**src/rtl/fvc_consts.svh**
```systemverilog
`ifndef FVC_CONSTS_SVH
`define FVC_CONSTS_SVH
// Command opcodes
`define FVC_OP_READ_CFG1 8'h35
`define FVC_OP_VOL_WREN 8'h50
`define FVC_OP_WRITE_REGS 8'h01
`define FVC_OP_WRITE_ANY 8'h71
`define FVC_OP_READ_ANY 8'h65
`define FVC_OP_QI_ENTER 8'h38
`define FVC_OP_QI_EXIT 8'hF5
`define FVC_OP_SOFT_RESET 8'h99
// Register addresses for the any-register commands
`define FVC_A_CFG1_NV 24'h000002
`define FVC_A_CFG2_NV 24'h000003
`define FVC_A_CFG1_V 24'h800002
`define FVC_A_CFG2_V 24'h800003
// Field positions
`define FVC_B_HALTED 7
`define FVC_B_INVERT 6
`define FVC_B_LOCK_HI 5
`define FVC_B_LOCK_LO 2
`define FVC_B_WIDTH4 1
`define FVC_B_REGLOCK 0
`define FVC_B_QI_MODE 3
`define FVC_B_IO3_RST 7
// Timing
`define FVC_CLK_NS 100
`define FVC_QUAD_ENTRY_NS 1000
`define FVC_QUAD_EXIT_NS 1000
`endif

```
**src/rtl/fvc_pkg.sv**
```systemverilog
package fvc_pkg;
    typedef enum logic [2:0] {
        FVC_IDLE = 3'h0,
        FVC_OPCODE = 3'h1,
        FVC_ADDR = 3'h3,
        FVC_WRITE = 3'h2,
        FVC_READ = 3'h6,
        FVC_DONE = 3'h7
    } fvc_state_t;
endpackage

```
**src/rtl/fvc_cfg1_top.sv**
```systemverilog
`include "fvc_consts.svh"
`timescale 1ns/100ps
`default_nettype none
module fvc_cfg1_top (
    input wire logic ref_clk_i,
    input wire logic resetn_i,
    input wire logic sck_i,
    input wire logic csn_i,
    input wire logic si_i,
    input wire logic wp_n_i,
    input wire logic io3_rst_n_i,
    input wire logic suspended_i,
    input wire logic [3:0] otp_lock_i,
    input wire logic [7:0] nv_cfg1_i,
    input wire logic [7:0] nv_cfg2_i,
    input wire logic pin_gated_protect_i,
    output logic so_o,
    output logic so_oe_n_o,
    output logic [7:0] cfg1_o,
    output logic [7:0] cfg2_o,
    output logic width4_active_o,
    output logic io2_data_sel_o,
    output logic io3_data_sel_o,
    output logic wp_n_eff_o,
    output logic invert_map_o,
    output logic hw_reset_o,
    output logic write_reject_o
);
    localparam int QEN_RAW = `FVC_QUAD_ENTRY_NS / `FVC_CLK_NS;
    localparam int QEX_RAW = `FVC_QUAD_EXIT_NS / `FVC_CLK_NS;
    localparam int QEN_CYC = (QEN_RAW < 1) ? 1 : QEN_RAW;
    localparam int QEX_CYC = (QEX_RAW < 1) ? 1 : QEX_RAW;
    localparam int QWAIT = ((QEN_CYC > QEX_CYC) ? QEN_CYC : QEX_CYC) + 2;

    logic [1:0] rs_q;
    logic rst_n;
    logic [2:0] sck_s_q, csn_s_q;
    logic [1:0] si_s_q, wp_s_q, io3_s_q;
    logic init_q, hw_rst_q;
    fvc_pkg::fvc_state_t st_q;
    logic [4:0] cnt_q;
    logic [7:0] sh_q, op_q;
    logic [23:0] addr_q;
    logic [1:0] nb_q;
    logic [7:0] w1_q, w2_q;
    logic [2:0] rcnt_q;
    logic halted_q, invert_q, width4_q, reglock_q, wel_q, act_q;
    logic [3:0] lockc_q;
    logic [7:0] volatile_config_two_q;
    logic [7:0] qcnt_q;
    logic so_q, so_oe_n_q, io2_q, io3_q, wp_eff_q, rej_q;

    // Reset release through two flops
    always_ff @(posedge ref_clk_i or negedge resetn_i) begin
        if (!resetn_i) begin
            rs_q <= 2'h0;
        end else begin
            rs_q <= {rs_q[0], 1'b1};
        end
    end
    assign rst_n = rs_q[1];

    // Pin synchronisers; stage 0 only feeds stage 1
    always_ff @(posedge ref_clk_i or negedge rst_n) begin
        if (!rst_n) begin
            sck_s_q <= 3'h0;
            csn_s_q <= 3'h7;
            si_s_q <= 2'h0;
            wp_s_q <= 2'h3;
            io3_s_q <= 2'h3;
        end else begin
            sck_s_q <= {sck_s_q[1:0], sck_i};
            csn_s_q <= {csn_s_q[1:0], csn_i};
            si_s_q <= {si_s_q[0], si_i};
            wp_s_q <= {wp_s_q[0], wp_n_i};
            io3_s_q <= {io3_s_q[0], io3_rst_n_i};
        end
    end

    logic sck_rise, sck_fall, cs_rise, active, si_b;
    assign sck_rise = sck_s_q[1] & ~sck_s_q[2];
    assign sck_fall = ~sck_s_q[1] & sck_s_q[2];
    assign cs_rise = csn_s_q[1] & ~csn_s_q[2];
    assign active = ~csn_s_q[1];
    assign si_b = si_s_q[1];

    logic [7:0] sh_d;
    assign sh_d = {sh_q[6:0], si_b};

    // Readable register mux
    function automatic logic [7:0] rd_sel(input logic [7:0] op, input logic [23:0] a,
                                          input logic [7:0] c1, input logic [7:0] c2,
                                          input logic [7:0] n1, input logic [7:0] n2);
        logic [7:0] r;
        r = 8'h00;
        if (op == `FVC_OP_READ_CFG1) begin
            r = c1;
        end else if (a == `FVC_A_CFG1_V) begin
            r = c1;
        end else if (a == `FVC_A_CFG2_V) begin
            r = c2;
        end else if (a == `FVC_A_CFG1_NV) begin
            r = n1;
        end else if (a == `FVC_A_CFG2_NV) begin
            r = n2;
        end
        return r;
    endfunction

    logic [7:0] cfg1_w, rd_byte;
    assign cfg1_w = {halted_q, invert_q, lockc_q, width4_q, reglock_q};
    assign rd_byte = rd_sel(op_q, addr_q, cfg1_w, volatile_config_two_q, nv_cfg1_i, nv_cfg2_i);

    // Command framing on the serial clock edges
    always_ff @(posedge ref_clk_i or negedge rst_n) begin
        if (!rst_n) begin
            st_q <= fvc_pkg::FVC_IDLE;
            cnt_q <= 5'h00;
            sh_q <= 8'h00;
            op_q <= 8'h00;
            addr_q <= 24'h000000;
            nb_q <= 2'h0;
            w1_q <= 8'h00;
            w2_q <= 8'h00;
        end else if (!active) begin
            st_q <= fvc_pkg::FVC_IDLE;
            cnt_q <= 5'h00;
        end else if (st_q == fvc_pkg::FVC_IDLE) begin
            st_q <= fvc_pkg::FVC_OPCODE;
            cnt_q <= 5'h00;
            nb_q <= 2'h0;
        end else if (sck_rise) begin
            sh_q <= sh_d;
            cnt_q <= cnt_q + 5'h01;
            unique case (st_q)
                fvc_pkg::FVC_OPCODE: begin
                    if (cnt_q == 5'h07) begin
                        op_q <= sh_d;
                        cnt_q <= 5'h00;
                        unique case (sh_d)
                            `FVC_OP_READ_CFG1: st_q <= fvc_pkg::FVC_READ;
                            `FVC_OP_READ_ANY, `FVC_OP_WRITE_ANY: st_q <= fvc_pkg::FVC_ADDR;
                            `FVC_OP_WRITE_REGS: st_q <= fvc_pkg::FVC_WRITE;
                            default: st_q <= fvc_pkg::FVC_DONE;
                        endcase
                    end
                end
                fvc_pkg::FVC_ADDR: begin
                    addr_q <= {addr_q[22:0], si_b};
                    if (cnt_q == 5'h17) begin
                        cnt_q <= 5'h00;
                        st_q <= (op_q == `FVC_OP_READ_ANY) ? fvc_pkg::FVC_READ
                                                           : fvc_pkg::FVC_WRITE;
                    end
                end
                fvc_pkg::FVC_WRITE: begin
                    cnt_q <= {2'h0, cnt_q[2:0] + 3'h1};
                    if (cnt_q[2:0] == 3'h7) begin
                        if (nb_q != 2'h3) begin
                            nb_q <= nb_q + 2'h1;
                        end
                        if (op_q == `FVC_OP_WRITE_ANY || nb_q == 2'h1) begin
                            w1_q <= sh_d;
                        end
                        if (op_q == `FVC_OP_WRITE_REGS && nb_q == 2'h2) begin
                            w2_q <= sh_d;
                        end
                    end
                end
                fvc_pkg::FVC_READ: begin
                end
                fvc_pkg::FVC_DONE: begin
                end
            endcase
        end
    end

    // Serial output, shifted on falling clock edges
    always_ff @(posedge ref_clk_i or negedge rst_n) begin
        if (!rst_n) begin
            so_q <= 1'b0;
            so_oe_n_q <= 1'b1;
            rcnt_q <= 3'h0;
        end else if (st_q != fvc_pkg::FVC_READ || !active) begin
            so_oe_n_q <= 1'b1;
            rcnt_q <= 3'h0;
        end else begin
            so_oe_n_q <= 1'b0;
            if (sck_fall) begin
                so_q <= rd_byte[3'h7 - rcnt_q];
                rcnt_q <= rcnt_q + 3'h1;
            end
        end
    end

    logic one_byte, wr_end, wr_ok, sw_cmd, load_all;
    assign one_byte = cs_rise & (st_q == fvc_pkg::FVC_DONE) & (cnt_q == 5'h00);
    assign wr_end = cs_rise & (st_q == fvc_pkg::FVC_WRITE) & (cnt_q[2:0] == 3'h0);
    // Lock bit rejects all; otherwise pin-gated protect with the pin
    assign wr_ok = wel_q & ~reglock_q & ~(pin_gated_protect_i & ~wp_eff_q);
    assign sw_cmd = one_byte & (op_q == `FVC_OP_SOFT_RESET);
    assign load_all = init_q | hw_rst_q;

    logic wr_c1, wr_c2;
    assign wr_c1 = wr_end & wr_ok & (op_q == `FVC_OP_WRITE_REGS ? nb_q >= 2'h2
                   : (nb_q != 2'h0 && addr_q == `FVC_A_CFG1_V));
    assign wr_c2 = wr_end & wr_ok & (op_q == `FVC_OP_WRITE_REGS ? nb_q == 2'h3
                   : (nb_q != 2'h0 && addr_q == `FVC_A_CFG2_V));

    // Power-on load marker and hardware reset via shared pin
    always_ff @(posedge ref_clk_i or negedge rst_n) begin
        if (!rst_n) begin
            init_q <= 1'b1;
            hw_rst_q <= 1'b0;
        end else begin
            init_q <= 1'b0;
            hw_rst_q <= volatile_config_two_q[`FVC_B_IO3_RST] & ~io3_s_q[1] & (csn_s_q[1] | ~act_q);
        end
    end

    // Volatile configuration one and two
    always_ff @(posedge ref_clk_i or negedge rst_n) begin
        if (!rst_n) begin
            invert_q <= 1'b0;
            width4_q <= 1'b0;
            reglock_q <= 1'b0;
            volatile_config_two_q <= 8'h00;
        end else if (load_all) begin
            invert_q <= nv_cfg1_i[`FVC_B_INVERT];
            width4_q <= nv_cfg1_i[`FVC_B_WIDTH4];
            reglock_q <= nv_cfg1_i[`FVC_B_REGLOCK];
            volatile_config_two_q <= nv_cfg2_i;
        end else if (sw_cmd) begin
            invert_q <= nv_cfg1_i[`FVC_B_INVERT];
            width4_q <= nv_cfg1_i[`FVC_B_WIDTH4];
            volatile_config_two_q <= nv_cfg2_i;
        end else begin
            if (wr_c1) begin
                invert_q <= w1_q[`FVC_B_INVERT];
                width4_q <= w1_q[`FVC_B_WIDTH4];
                reglock_q <= w1_q[`FVC_B_REGLOCK];
            end
            if (wr_c2) begin
                volatile_config_two_q <= (op_q == `FVC_OP_WRITE_ANY) ? w1_q : w2_q;
            end else if (one_byte && op_q == `FVC_OP_QI_ENTER) begin
                volatile_config_two_q[`FVC_B_QI_MODE] <= 1'b1;
            end else if (one_byte && op_q == `FVC_OP_QI_EXIT) begin
                volatile_config_two_q[`FVC_B_QI_MODE] <= 1'b0;
            end
        end
    end

    // Read-only status copies
    always_ff @(posedge ref_clk_i or negedge rst_n) begin
        if (!rst_n) begin
            halted_q <= 1'b0;
            lockc_q <= 4'h0;
        end else begin
            halted_q <= init_q ? nv_cfg1_i[`FVC_B_HALTED] : suspended_i;
            lockc_q <= otp_lock_i;
        end
    end

    // Volatile write enable and reject flag
    always_ff @(posedge ref_clk_i or negedge rst_n) begin
        if (!rst_n) begin
            wel_q <= 1'b0;
            rej_q <= 1'b0;
        end else begin
            rej_q <= wr_end & ~wr_ok;
            if (load_all || sw_cmd || wr_end) begin
                wel_q <= 1'b0;
            end else if (one_byte && op_q == `FVC_OP_VOL_WREN) begin
                wel_q <= 1'b1;
            end
        end
    end

    // Data-width switch after entry or exit time
    logic want4;
    assign want4 = width4_q | volatile_config_two_q[`FVC_B_QI_MODE];
    always_ff @(posedge ref_clk_i or negedge rst_n) begin
        if (!rst_n) begin
            act_q <= 1'b0;
            qcnt_q <= 8'h00;
        end else if (load_all) begin
            act_q <= nv_cfg1_i[`FVC_B_WIDTH4] | nv_cfg2_i[`FVC_B_QI_MODE];
            qcnt_q <= 8'h00;
        end else if (want4 == act_q) begin
            qcnt_q <= 8'h00;
        end else if (qcnt_q == 8'((want4 ? QEN_CYC : QEX_CYC) - 1)) begin
            act_q <= want4;
            qcnt_q <= 8'h00;
        end else begin
            qcnt_q <= qcnt_q + 8'h01;
        end
    end

    // Pin roles; serial and dual framing never uses lines two, three
    always_ff @(posedge ref_clk_i or negedge rst_n) begin
        if (!rst_n) begin
            io2_q <= 1'b0;
            io3_q <= 1'b0;
            wp_eff_q <= 1'b1;
        end else begin
            io2_q <= act_q;
            io3_q <= act_q & active;
            wp_eff_q <= act_q | wp_s_q[1];
        end
    end

    assign so_o = so_q;
    assign so_oe_n_o = so_oe_n_q;
    assign cfg1_o = cfg1_w;
    assign cfg2_o = volatile_config_two_q;
    assign width4_active_o = act_q;
    assign io2_data_sel_o = io2_q;
    assign io3_data_sel_o = io3_q;
    assign wp_n_eff_o = wp_eff_q;
    assign invert_map_o = invert_q;
    assign hw_reset_o = hw_rst_q;
    assign write_reject_o = rej_q;

    // Checks
    a_halted_follow: assert property (@(posedge ref_clk_i) disable iff (!rst_n)
        !init_q |=> cfg1_o[7] == $past(suspended_i)) else $error("halted flag wrong");
    a_lock_copy: assert property (@(posedge ref_clk_i) disable iff (!rst_n)
        rst_n |=> cfg1_o[5:2] == $past(otp_lock_i)) else $error("lock copy stale");
    a_wp_forced: assert property (@(posedge ref_clk_i) disable iff (!rst_n)
        width4_active_o |=> wp_n_eff_o) else $error("wp not forced high");
    a_io3_data_role: assert property (@(posedge ref_clk_i) disable iff (!rst_n)
        width4_active_o && active |=> io3_data_sel_o) else $error("io3 role wrong");
    a_lock_sticky: assert property (@(posedge ref_clk_i) disable iff (!rst_n)
        reglock_q && !load_all |=> reglock_q) else $error("lock cleared");
    a_locked_no_write: assert property (@(posedge ref_clk_i) disable iff (!rst_n)
        reglock_q && wr_end && !load_all |=> $stable(cfg1_o[6:0]) && $stable(cfg2_o)
        && write_reject_o) else $error("write while locked");
    a_sw_keeps_lock: assert property (@(posedge ref_clk_i) disable iff (!rst_n)
        sw_cmd && !load_all |=> reglock_q == $past(reglock_q) && cfg2_o == $past(nv_cfg2_i))
        else $error("soft reset hit lock");
    a_por_defaults: assert property (@(posedge ref_clk_i) disable iff (!rst_n)
        rst_n && init_q |=> cfg1_o[0] == $past(nv_cfg1_i[0]) && cfg1_o[7] == $past(nv_cfg1_i[7])
        && cfg1_o[6] == $past(nv_cfg1_i[6]) && cfg1_o[1] == $past(nv_cfg1_i[1]))
        else $error("power-on defaults wrong");
    a_width_switch: assert property (@(posedge ref_clk_i) disable iff (!rst_n)
        want4 != width4_active_o && !load_all |-> ##[1:QWAIT]
        (width4_active_o == want4 || load_all)) else $error("width switch late");
    c_write_ok: cover property (@(posedge ref_clk_i) disable iff (!rst_n) wr_c1);
    c_lock_set: cover property (@(posedge ref_clk_i) disable iff (!rst_n) $rose(reglock_q));
    c_width_on: cover property (@(posedge ref_clk_i) disable iff (!rst_n) $rose(act_q));
    c_read_out: cover property (@(posedge ref_clk_i) disable iff (!rst_n)
        st_q == fvc_pkg::FVC_READ && sck_fall);
endmodule
`default_nettype wire

```
**config.mk**
```make
export PLATFORM = sky130hd
export DESIGN_NAME = fvc_cfg1_top
export DESIGN_NICKNAME = d
export VERILOG_FILES = /design/src/rtl/fvc_pkg.sv /design/src/rtl/fvc_cfg1_top.sv
export VERILOG_INCLUDE_DIRS = /design/src /design/src/rtl
export SDC_FILE = /design/constraint.sdc
export NUM_CORES = 1
export LEC_CHECK = 0
export ABC_AREA = 1
export BUFFER_PORTS_ARGS = -buffer_cell sky130_fd_sc_hd__buf_2
export CELL_PAD_IN_SITES_DETAIL_PLACEMENT = 1
export CELL_PAD_IN_SITES_GLOBAL_PLACEMENT = 2
export CORE_ASPECT_RATIO = 0.5
export CORE_MARGIN = 1.5
export CORE_UTILIZATION = 37
export DETAILED_ROUTE_END_ITERATION = 8
export GPL_TIMING_DRIVEN = 0
export PLACE_DENSITY = 0.79
export SKIP_LAST_GASP = 1
export SLEW_MARGIN = 20
export SYNTH_ARGS = -nofsm -noshare
export SYNTH_HDL_FRONTEND = slang
export SYNTH_SLANG_ARGS = --single-unit
```
**constraint.sdc**
```tcl
create_clock -name ref_clk_i -period 4.8 [get_ports ref_clk_i]
set_input_delay 0.72 -clock ref_clk_i [delete_from_list [all_inputs] [get_ports ref_clk_i]]
set_output_delay 0.72 -clock ref_clk_i [all_outputs]
set_load 0.01 [all_outputs]
```
======== After elaboration in Yosys (flattened, before gate mapping) ========
Index checks and enable logic that the tools add are counted.
operators by class
  $add $sub $neg .......................... 6
  order comparisons ....................... 2
  equality and inequality tests ........... 34
  muxes and demuxes ....................... 57
  bitwise logic cells ..................... 35
  reductions and logical operators ........ 38
operator list
  kind                                             count
  two-way mux 8 bit                                11
  == test 24 x 2 -> 1 bit (second input constant)  2
  == test 24 bit (second input constant)           2
  == test 8 x 7 -> 1 bit (second input constant)   5
  two-way mux 3 bit                                9
  two-way mux 5 bit                                5
  == test 8 x 6 -> 1 bit (second input constant)   3
  two-way mux 1 bit                                22
  bitwise AND 1 bit                                18
  nonzero test 2 bit                               9
  == test 8 x 1 -> 1 bit (second input constant)   2
  == test 8 bit (second input constant)            2
  case mux 5 bit (3 select lines)                  1
  NOT 1 bit                                        12
  AND reduction 6 bit                              2
  two-way mux 2 bit                                5
  AND reduction 5 bit                              2
  case mux 3 bit (3 select lines)                  1
  nonzero test 3 bit                               3
  adder 8 x 1 -> 8 bit (second input constant)     1
  == test 8 x 4 -> 1 bit (second input constant)   1
  != test 4 bit (second input constant)            2
  AND reduction 4 bit                              2
  adder 3 x 1 -> 3 bit (second input constant)     2
  29 further kinds                                 48
word-level totals
  flip-flop bits (word level) ............. 116
  output and inout bits ................... 25
  word-level logic and storage cells ...... 205

======== Logic depth before layout (Yosys ltp) ========
Gate-level depths: netlist of run 1.
  depth after elaboration ................. 10
  gate-level depth with buffers ........... 14

======== Least setup slack after synthesis of run 1 ========
Ideal clock, no wire load.
  kind .................................... input -> register
  start ................................... input pin_gated_protect_i
  end ..................................... register volatile_config_two_q[7], in the netlist cfg2_o[7]
  library setup time ...................... 0.082 ns
  arrival ................................. 1.635 ns
  setup slack ............................. 3.083 ns
  stages .................................. 10
  path buffers ............................ 1
  cell sequence ........................... inv_1 -> nor2_1 -> nor3_1 -> inv_1 -> nor2_2 -> nand3_2 -> nand2_4 -> buf_6 -> nor2_1 -> a31oi_1
on the way
  word-level cells in the longest chain between the ends .. 6
RTL lines
  element                              RTL line             text
  start: declaration                   fvc_cfg1_top.sv:16   input wire logic pin_gated_protect_i,
  bitwise AND 1 bit                    fvc_cfg1_top.sv:200  assign wr_ok = wel_q & ~reglock_q & ~(pin_gated_protect_i & ~wp_eff_q);
  NOT 1 bit                            fvc_cfg1_top.sv:200
  bitwise AND 1 bit                    fvc_cfg1_top.sv:200
  bitwise AND 1 bit (2 in a row)       fvc_cfg1_top.sv:207  assign wr_c2 = wr_end & wr_ok & (op_q == `FVC_OP_WRITE_REGS ? nb_q == 2'h3
  nonzero test 3 bit (no source line)  -
  end signal: assignment               fvc_cfg1_top.sv:232  volatile_config_two_q <= nv_cfg2_i;
  end signal: assignment               fvc_cfg1_top.sv:236  volatile_config_two_q <= nv_cfg2_i;
  end signal: assignment               fvc_cfg1_top.sv:244  volatile_config_two_q <= (op_q == `FVC_OP_WRITE_ANY) ? w1_q : w2_q;
  end: declaration                     fvc_cfg1_top.sv:49   logic [7:0] volatile_config_two_q;
No other way between the ends.
A chain may end at the register's enable or synchronous reset.

======== Worst setup path after layout of run 1 ========
  start ................................... register csn_s_q[1]
  end ..................................... register volatile_config_two_q[2], in the netlist cfg2_o[2]
on the way
  word-level cells in the longest chain between the ends .. 6
RTL lines
  element                                                                          RTL line                                  text
  start: declaration                                                               fvc_cfg1_top.sv:37                        logic [2:0] sck_s_q, csn_s_q;
  start signal: assignment                                                         fvc_cfg1_top.sv:73                        csn_s_q <= {csn_s_q[1:0], csn_i};
  bitwise AND 1 bit *                                                              fvc_cfg1_top.sv:83                        assign cs_rise = csn_s_q[1] & ~csn_s_q[2];
  bitwise AND 1 bit, on equally long branches (2 in a row)                         fvc_cfg1_top.sv:198, fvc_cfg1_top.sv:197
  bitwise AND 1 bit, on equally long branches                                      fvc_cfg1_top.sv:207, fvc_cfg1_top.sv:201
  bitwise AND 1 bit / two-way mux 8 bit (equally long branches)                    fvc_cfg1_top.sv:207, fvc_cfg1_top.sv:233
  nonzero test 3 bit (no source line) / two-way mux 8 bit (equally long branches)  -
Every way passes the cells marked *; elsewhere a longest branch is shown, timed or not.

==> impl_results.md, run 1 <==
- PD cells: 430.0 nW/um^2
- Via count: 4606
- Post-cts gate resize count: 0
- Area leader, netlist: dfrtp_1
- PortBufs: 53
- TritonRoute pass-1 iters: 4
- Clk sink count: 116
- Synthesized area: 5667 sq um
- Global-route wire length before repair: 25.10 mm
- Via-to-Cell Ratio: 5.001
- Overall Global Routing Usage: 20.42%
- Largest net degree at the start of global routing: 55
- Initial antenna violation count: 0
- Leakage: 3.231 nW
- Die Area: 16110 sq um
- Syn Inst Count: 636
- Clk_lat worst skew: 0.42 ns
- Async S/R FF share, synth: 100.0%
- Placed inst area: 6238 sq um
- Initial drt markers: 220
- Share of power burned in registers: 38.9%
- Worst Skew: 0.009848 ns
- Pre-CTS setup slack: 2.669 ns
- I/O Pins: 54
- Syn avg cell area: 8.910 sq um
- Final WL: 15.07 mm
- Starting density of the core: 38.55%
- CP Launch Type: register
- Worst vdd ir: 251.4 uV
- Max-slew headroom: 61.08%
- Die width: 178.0 microns
- # hold bufs at CTS: 0
- Detailed placement HPWL: 11.28 mm
- Hold crit path type: input port to asynchronous set/reset pin
- Actual slew at the worst max-slew pin: 0.5793 ns
- Yosys cell types: 44
- Worst-path clk slew: 0.06 ns
- DRT antenna net count: 0
- Core area: roughly 15000 sq um
- Nets: 749
- Most common cell in the netlist: nand2_1
- Fin worst setup slack: 2.666 ns
- Outcome: completed
- Internal: 2.019 mW
- Area delta synth->final: 20.56%
- Number of diodes: 0
- Flops & latches, synth: between 100 and 150
- Clock network power share: 43.4%
- # DRC: 0
- Post-synth top area share: 46.81%
- Final Hold Vio Count: 0
- Period utilization: 44.45%
- Routed wire length per instance: ~16 microns
- Crit path required time: between 5 and 6 ns
- TritonCTS clock tree: done
- Crit path max fanout: 10
- Max clock buf depth: 2
- GPL Wtd Cong: 0.7718
- Total CTS buffers: 17
- Root Buffer: clkbuf_16
- Ys flop type: dfrtp_1
- Vias in the first global route: 4811
- Share of cells above drive strength 1: between 20 and 25%
- Post-synth EDFFs: 0
- Crit path time final: approximately 2.1 ns
- CP Capture Type: register
- Synth area leaders: dfrtp_1 47%, nand2_1 7.3%, nor2_1 5.3%
- Most frequent cells after synthesis: 110 x nand2_1, 106 x dfrtp_1, 80 x nor2_1
- Total of max-cap violations: 0
- Die height: 90.51 microns
- Crit Path Category: register to register
- Post-Syn Nets: between 600 and 700
- Worst EP arrival: 2.42 ns
- Yosys warns: 0
- Setup Fix Bufs, Post-CTS: 0
- Max Freq: 0.4687 GHz
- Final setup fails: 0
- Total power: 2.938 mW
- # H-tree levels: 4
- Sw power: roughly 0.92 mW
- Final Max Tran Viols: 0
- RSZ-0062 raised after global routing: no
- Core Rows: 31
- Post-route cell area: 6832 sq um
- Sequential area share after synthesis: 51.45%
- Comb power frac: 17.8%
- Global route total overflow: 0
- Sw Ratio: 31.28%
[logic make-up after synthesis]
kind of cell | Yosys count | share of synthesized area [%]
AND/OR/NAND/NOR | 286 | 23.32
XOR/XNOR | 4 | 0.6184
flip-flops | 116 | 51.45
other | 2 | 0.1325
multiplexers | 19 | 3.776
adder cells (fa/ha/maj) | 10 | 2.208
buffers and inverters | 96 | 7.573
AO/OA/AOI/OAI | 103 | 10.93
[cell type report]
type / count / area, sq um
fillers: 1718 / 7869
flip-flops and latches: 116 / 2919
multi-input cells: 424 / 2322
clock buffers: 19 / 442.9
repair buffers: 55 / 320.3
inverters: 74 / 277.8
well taps: 198 / 247.7
plain buffers: 22 / 151.4
clock inverters: 13 / 150.1
[metal layers]
metal | GRT usage [%] | share of wire [%] | vias to the layer above
li1 | - | - | 2255
met1 | 28.95 | 51 | 2278
met2 | 31.23 | 45 | 55
met3 | 4.419 | 3.5 | 18
met4 | 5.882 | 0.94 | 0
met5 | 0 | 0 | -
[path summary, 6_finish.rpt]
check | slack (ns) | depth (start not counted) | start | endpoint
min in group ref_clk_i | 0.35 | 0 | si_s_q[0] | si_s_q[1]
worst min-delay path | 0.07 | 1 | resetn_i | rs_q[1]
max in group asynchronous | 4.01 | 1 | rs_q[1] | init_q
worst max register to register | 2.67 | 9 | csn_s_q[1] | cfg2_o[2]
worst min register to register | 0.20 | 0 | rs_q[1] | si_s_q[0]
worst max-delay path | 2.67 | 9 | csn_s_q[1] | cfg2_o[2]
[critical path, stage by stage (launching register included)]
cell and delay, ns:
dfstp_2 0.53, buf_4 0.17, inv_1 0.09, nor2_1 0.13, nand4_1 0.20, o21ai_2 0.26, inv_1 0.11, buf_2 0.21
o211ai_1 0.17, a31oi_1 0.12
[layout by cell type (no fill, tap or decap), drive strengths merged, types with 17 or more instances in the layout]
master and count:
nand2 116, dfrtp 106, nor2 87, inv 77, buf 73, o21ai 55
nand3 35, clkbuf 23, mux2 19, nand4 19, nor3 17
[sequential cells by signal, indices dropped and copies added, names as in the netlist, 4 cells and up]
signal / cells
w1_q: 8
op_q: 8
sh_q: 7
cnt_q: 5
addr_q: 24
cfg2_o: 8
w2_q: 8
qcnt_q: 8
lockc_q: 4
[power groups by stage]
stage | logic (mW) | registers [mW] | clock network (mW)
after floorplan | 0.341 | 1.16 | 0
after global placement | 0.494 | 1.17 | 0
after detailed placement | 0.524 | 1.16 | 0
after CTS | 0.528 | 1.14 | 1.30
after global routing | 0.591 | 1.16 | 1.35
final | 0.522 | 1.14 | 1.27
[metrics by stage]
| step | utilization (%) | hold slack, ns | setup TNS (ns) | cells |
|---|---|---|---|---|
| final | 46.47 | 0.07279 | 0 | 921 |
| after global routing | 46.47 | 0.06033 | 0 | 921 |
| after CTS | 46.47 | 0.05899 | 0 | 921 |
| after detailed placement | 42.44 | 0.2061 | 0 | 889 |
| after global placement | 42.04 | 0.3339 | -19.21 | 887 |
| after floorplan | - | 0.3312 | 0 | 636 |
(Power assumes the default switching activity.)
==> run 2, diff against run 1 <==
- clock period: 4.8 -> 2 ns (I/O delays scaled with it)
==> impl_results.md, run 2 (same netlist as run 1, synthesis figures left out) <==
- Via-to-Cell Ratio: 4.925 (-1.5%)
- Crit Path Category: register to register
- Max FFs per register: 24 (unchanged)
- Most frequent cells in the layout: 109 x nand2_1, 104 x dfrtp_1, 77 x nor2_1
- Placed inst area: 6238 sq um (unchanged)
- Nets: 778 (+3.9%)
- R2r startpoint: st_q[0]
- Final Hold Vio Count: 0 (unchanged)
- Global route total overflow: 0 (unchanged)
- R2R Path End: addr_q[14]
- I/O Pins: 54 (unchanged)
- Share of cells above drive strength 1: 26.99% (+3.8 points)
- Total CTS buffers: 17 (unchanged)
- Final WL: 15.95 mm (+5.9%)
- Max-slew headroom: 64.16% (+3.1 points)
- Actual slew at the worst max-slew pin: 0.5335 ns (-0.04579 ns)
- Fill count: 1762 (+2.6%)
- Crit path required time: 2.30 ns (-2.79 ns)
- PortBufs: 53 (unchanged)
- Max clock buf depth: 2 (unchanged)
- CP Capture Type: register
- Detailed placement HPWL: 11.55 mm (+2.4%)
- Worst vdd ir: 570.0 uV (+130%)
- Global-route wire length before repair: 25.61 mm (+2.0%)
- Max Freq: 0.5016 GHz (+7.0%)
- R2r worst-path depth: 8 (-1)
- Largest net degree at the start of global routing: 56 (+1.8%)
- Core Rows: 31 (unchanged)
- R2r setup slk: 0.006 ns (-2.66 ns)
- Final Max Tran Viols: 0 (unchanged)
- Die width: 178.0 microns (unchanged)
- Finished Layout Cells: 950 (+3.1%)
- Largest reg by FF count: addr_q
- Core area: 14700 sq um (unchanged)
- Worst EP arrival: 2.29 ns (-0.13 ns)
- Leakage: 3.426 nW (+6.0%)
- Vias in the first global route: 4866 (+1.1%)
- Period utilization: 99.68% (+55 points)
- Initial drt markers: 199 (-9.5%)
- TritonCTS clock tree: done
- CP endpoint: addr_q[14]
- # DRC: 0 (unchanged)
- Crit path max fanout: 10 (unchanged)
- GPL Wtd Cong: 0.8147 (+5.6%)
- Clk sink count: 116 (unchanged)
- Clk_lat worst skew: 0.41 ns (about the same)
- # H-tree levels: 4 (unchanged)
- Area delta synth->final: 27.25%
- TritonRoute pass-1 iters: 6 (+2)
- Final setup fails: 0 (unchanged)
- Starting density of the core: 38.55% (unchanged)
- Die Area: 16110 sq um (unchanged)
- Root Buffer: clkbuf_16
- Die height: 90.51 microns (unchanged)
- Worst setup path startpoint: st_q[0]
- Number of diodes: 0 (unchanged)
- Hold crit path type: input port to register
- Worst-path clk slew: 0.06 ns (about the same)
- DRT antenna net count: 0 (unchanged)
- Routed wire length per instance: 16.79 microns (+2.6%)
- PD cells: 1025 nW/um^2 (+140%)
- Via count: 4679 (+1.6%)
- RSZ-0062 raised after global routing: yes
- Outcome: completed
- Placed cells: 889 (unchanged)
- Total of max-cap violations: 0 (unchanged)
- Post-route cell area: 7211 sq um (+5.5%)
- Commonest non-fill, non-tap cell in the layout: nand2_1
- Overall Global Routing Usage: 20.95% (+0.53 points)
- Initial antenna violation count: 0 (unchanged)
- Crit path time final: 1.994 ns (-0.1400 ns)
- Worst Skew: 0.008987 ns (-0.0008608 ns)
- CP Launch Type: register
## run 2: cell types whose count changed in the layout (fill, tap and decap cells not counted), moves of 3 or more
cell	change
clkinv_2	+3
nor2_2	+3
dlygate4sd3_1	+10
clkinv_4	-5
nor3_2	+3
inv_6	-3
nor3_1	-4
buf_4	+16
nor2_1	-3
## run 2: timing repair
item / 4_1_cts / 5_1_grt
gates cloned: 0 / 1
resized for setup: 5 / 29
endpoints found under the hold margin: 11 / 0
setup buffers: 5 / 13
pin swaps: 7 / 12
endpoints found under the setup margin: 28 / 51
hold buffers: 10 / 0
## run 2: worst max-delay path, stage by stage (launching register included)
cell     delay [ns]
dfrtp_1        0.45
nor3_4         0.29
nor2_4         0.09
inv_2          0.08
nor2_4         0.05
buf_4          0.13
nand2_2        0.14
buf_2          0.27
mux2_2         0.37
## run 2: worst min path at each step
stage | from | end | slack [ns] | cells after the start
2_1_floorplan | resetn_i | rs_q[0] | 0.004 | 0
3_3_place_gp | resetn_i | rs_q[0] | 0.09 | 1
3_5_place_dp | resetn_i | rs_q[0] | 0.09 | 1
4_1_cts | suspended_i | halted_q | 0.10 | 2
5_1_grt | suspended_i | halted_q | 0.12 | 2
6_report | suspended_i | halted_q | 0.12 | 2
## run 2: report_power, final
group	internal, mW	total, mW	leakage, nW	switching [mW]
logic	0.515	1.43	1.62	0.912
registers	2.56	2.75	1.51	0.190
clock network	2.11	3.21	0.294	1.10
## run 2: layout make-up
class	instances	area (sq um)	area share (%)
repair buffers	84	573.1	7.947
clock inverters	10	155.1	2.152
multi-input cells	424	2406	33.37
plain buffers	22	176.4	2.447
inverters	74	277.8	3.852
clock buffers	22	454.2	6.299
flip-flops and latches	116	2920	40.50
well taps	198	247.7	3.436
## run 2: routing by layer
metal  vias up  wire length (microns)  global-route usage (%)  share of wire, %
li1       2307                      -                       -                 -
met1      2323                   8024                   29.22                50
met2        41                   7459                   32.65                47
met3         8                    363                   4.503               2.3
met4         0                    100                   5.952              0.63
met5         -                      0                       0                 0
## run 2: through the flow
stage / power (mW) / setup slack (ns) / hold slack (ns) / TNS (ns) / util (%)
floorplan: 3.595 / 0.07156 / 0.004409 / 0 / -
global placement: 4.005 / -0.7342 / 0.08555 / -77.08 / 42.05
detailed placement: 4.039 / -0.1396 / 0.08821 / -1.430 / 42.44
CTS: 7.317 / -0.06493 / 0.1022 / -0.8803 / 47.77
global route: 7.765 / -0.1159 / 0.1219 / -0.9899 / 49.05
finish: 7.392 / 0.006454 / 0.1209 / 0 / 49.05
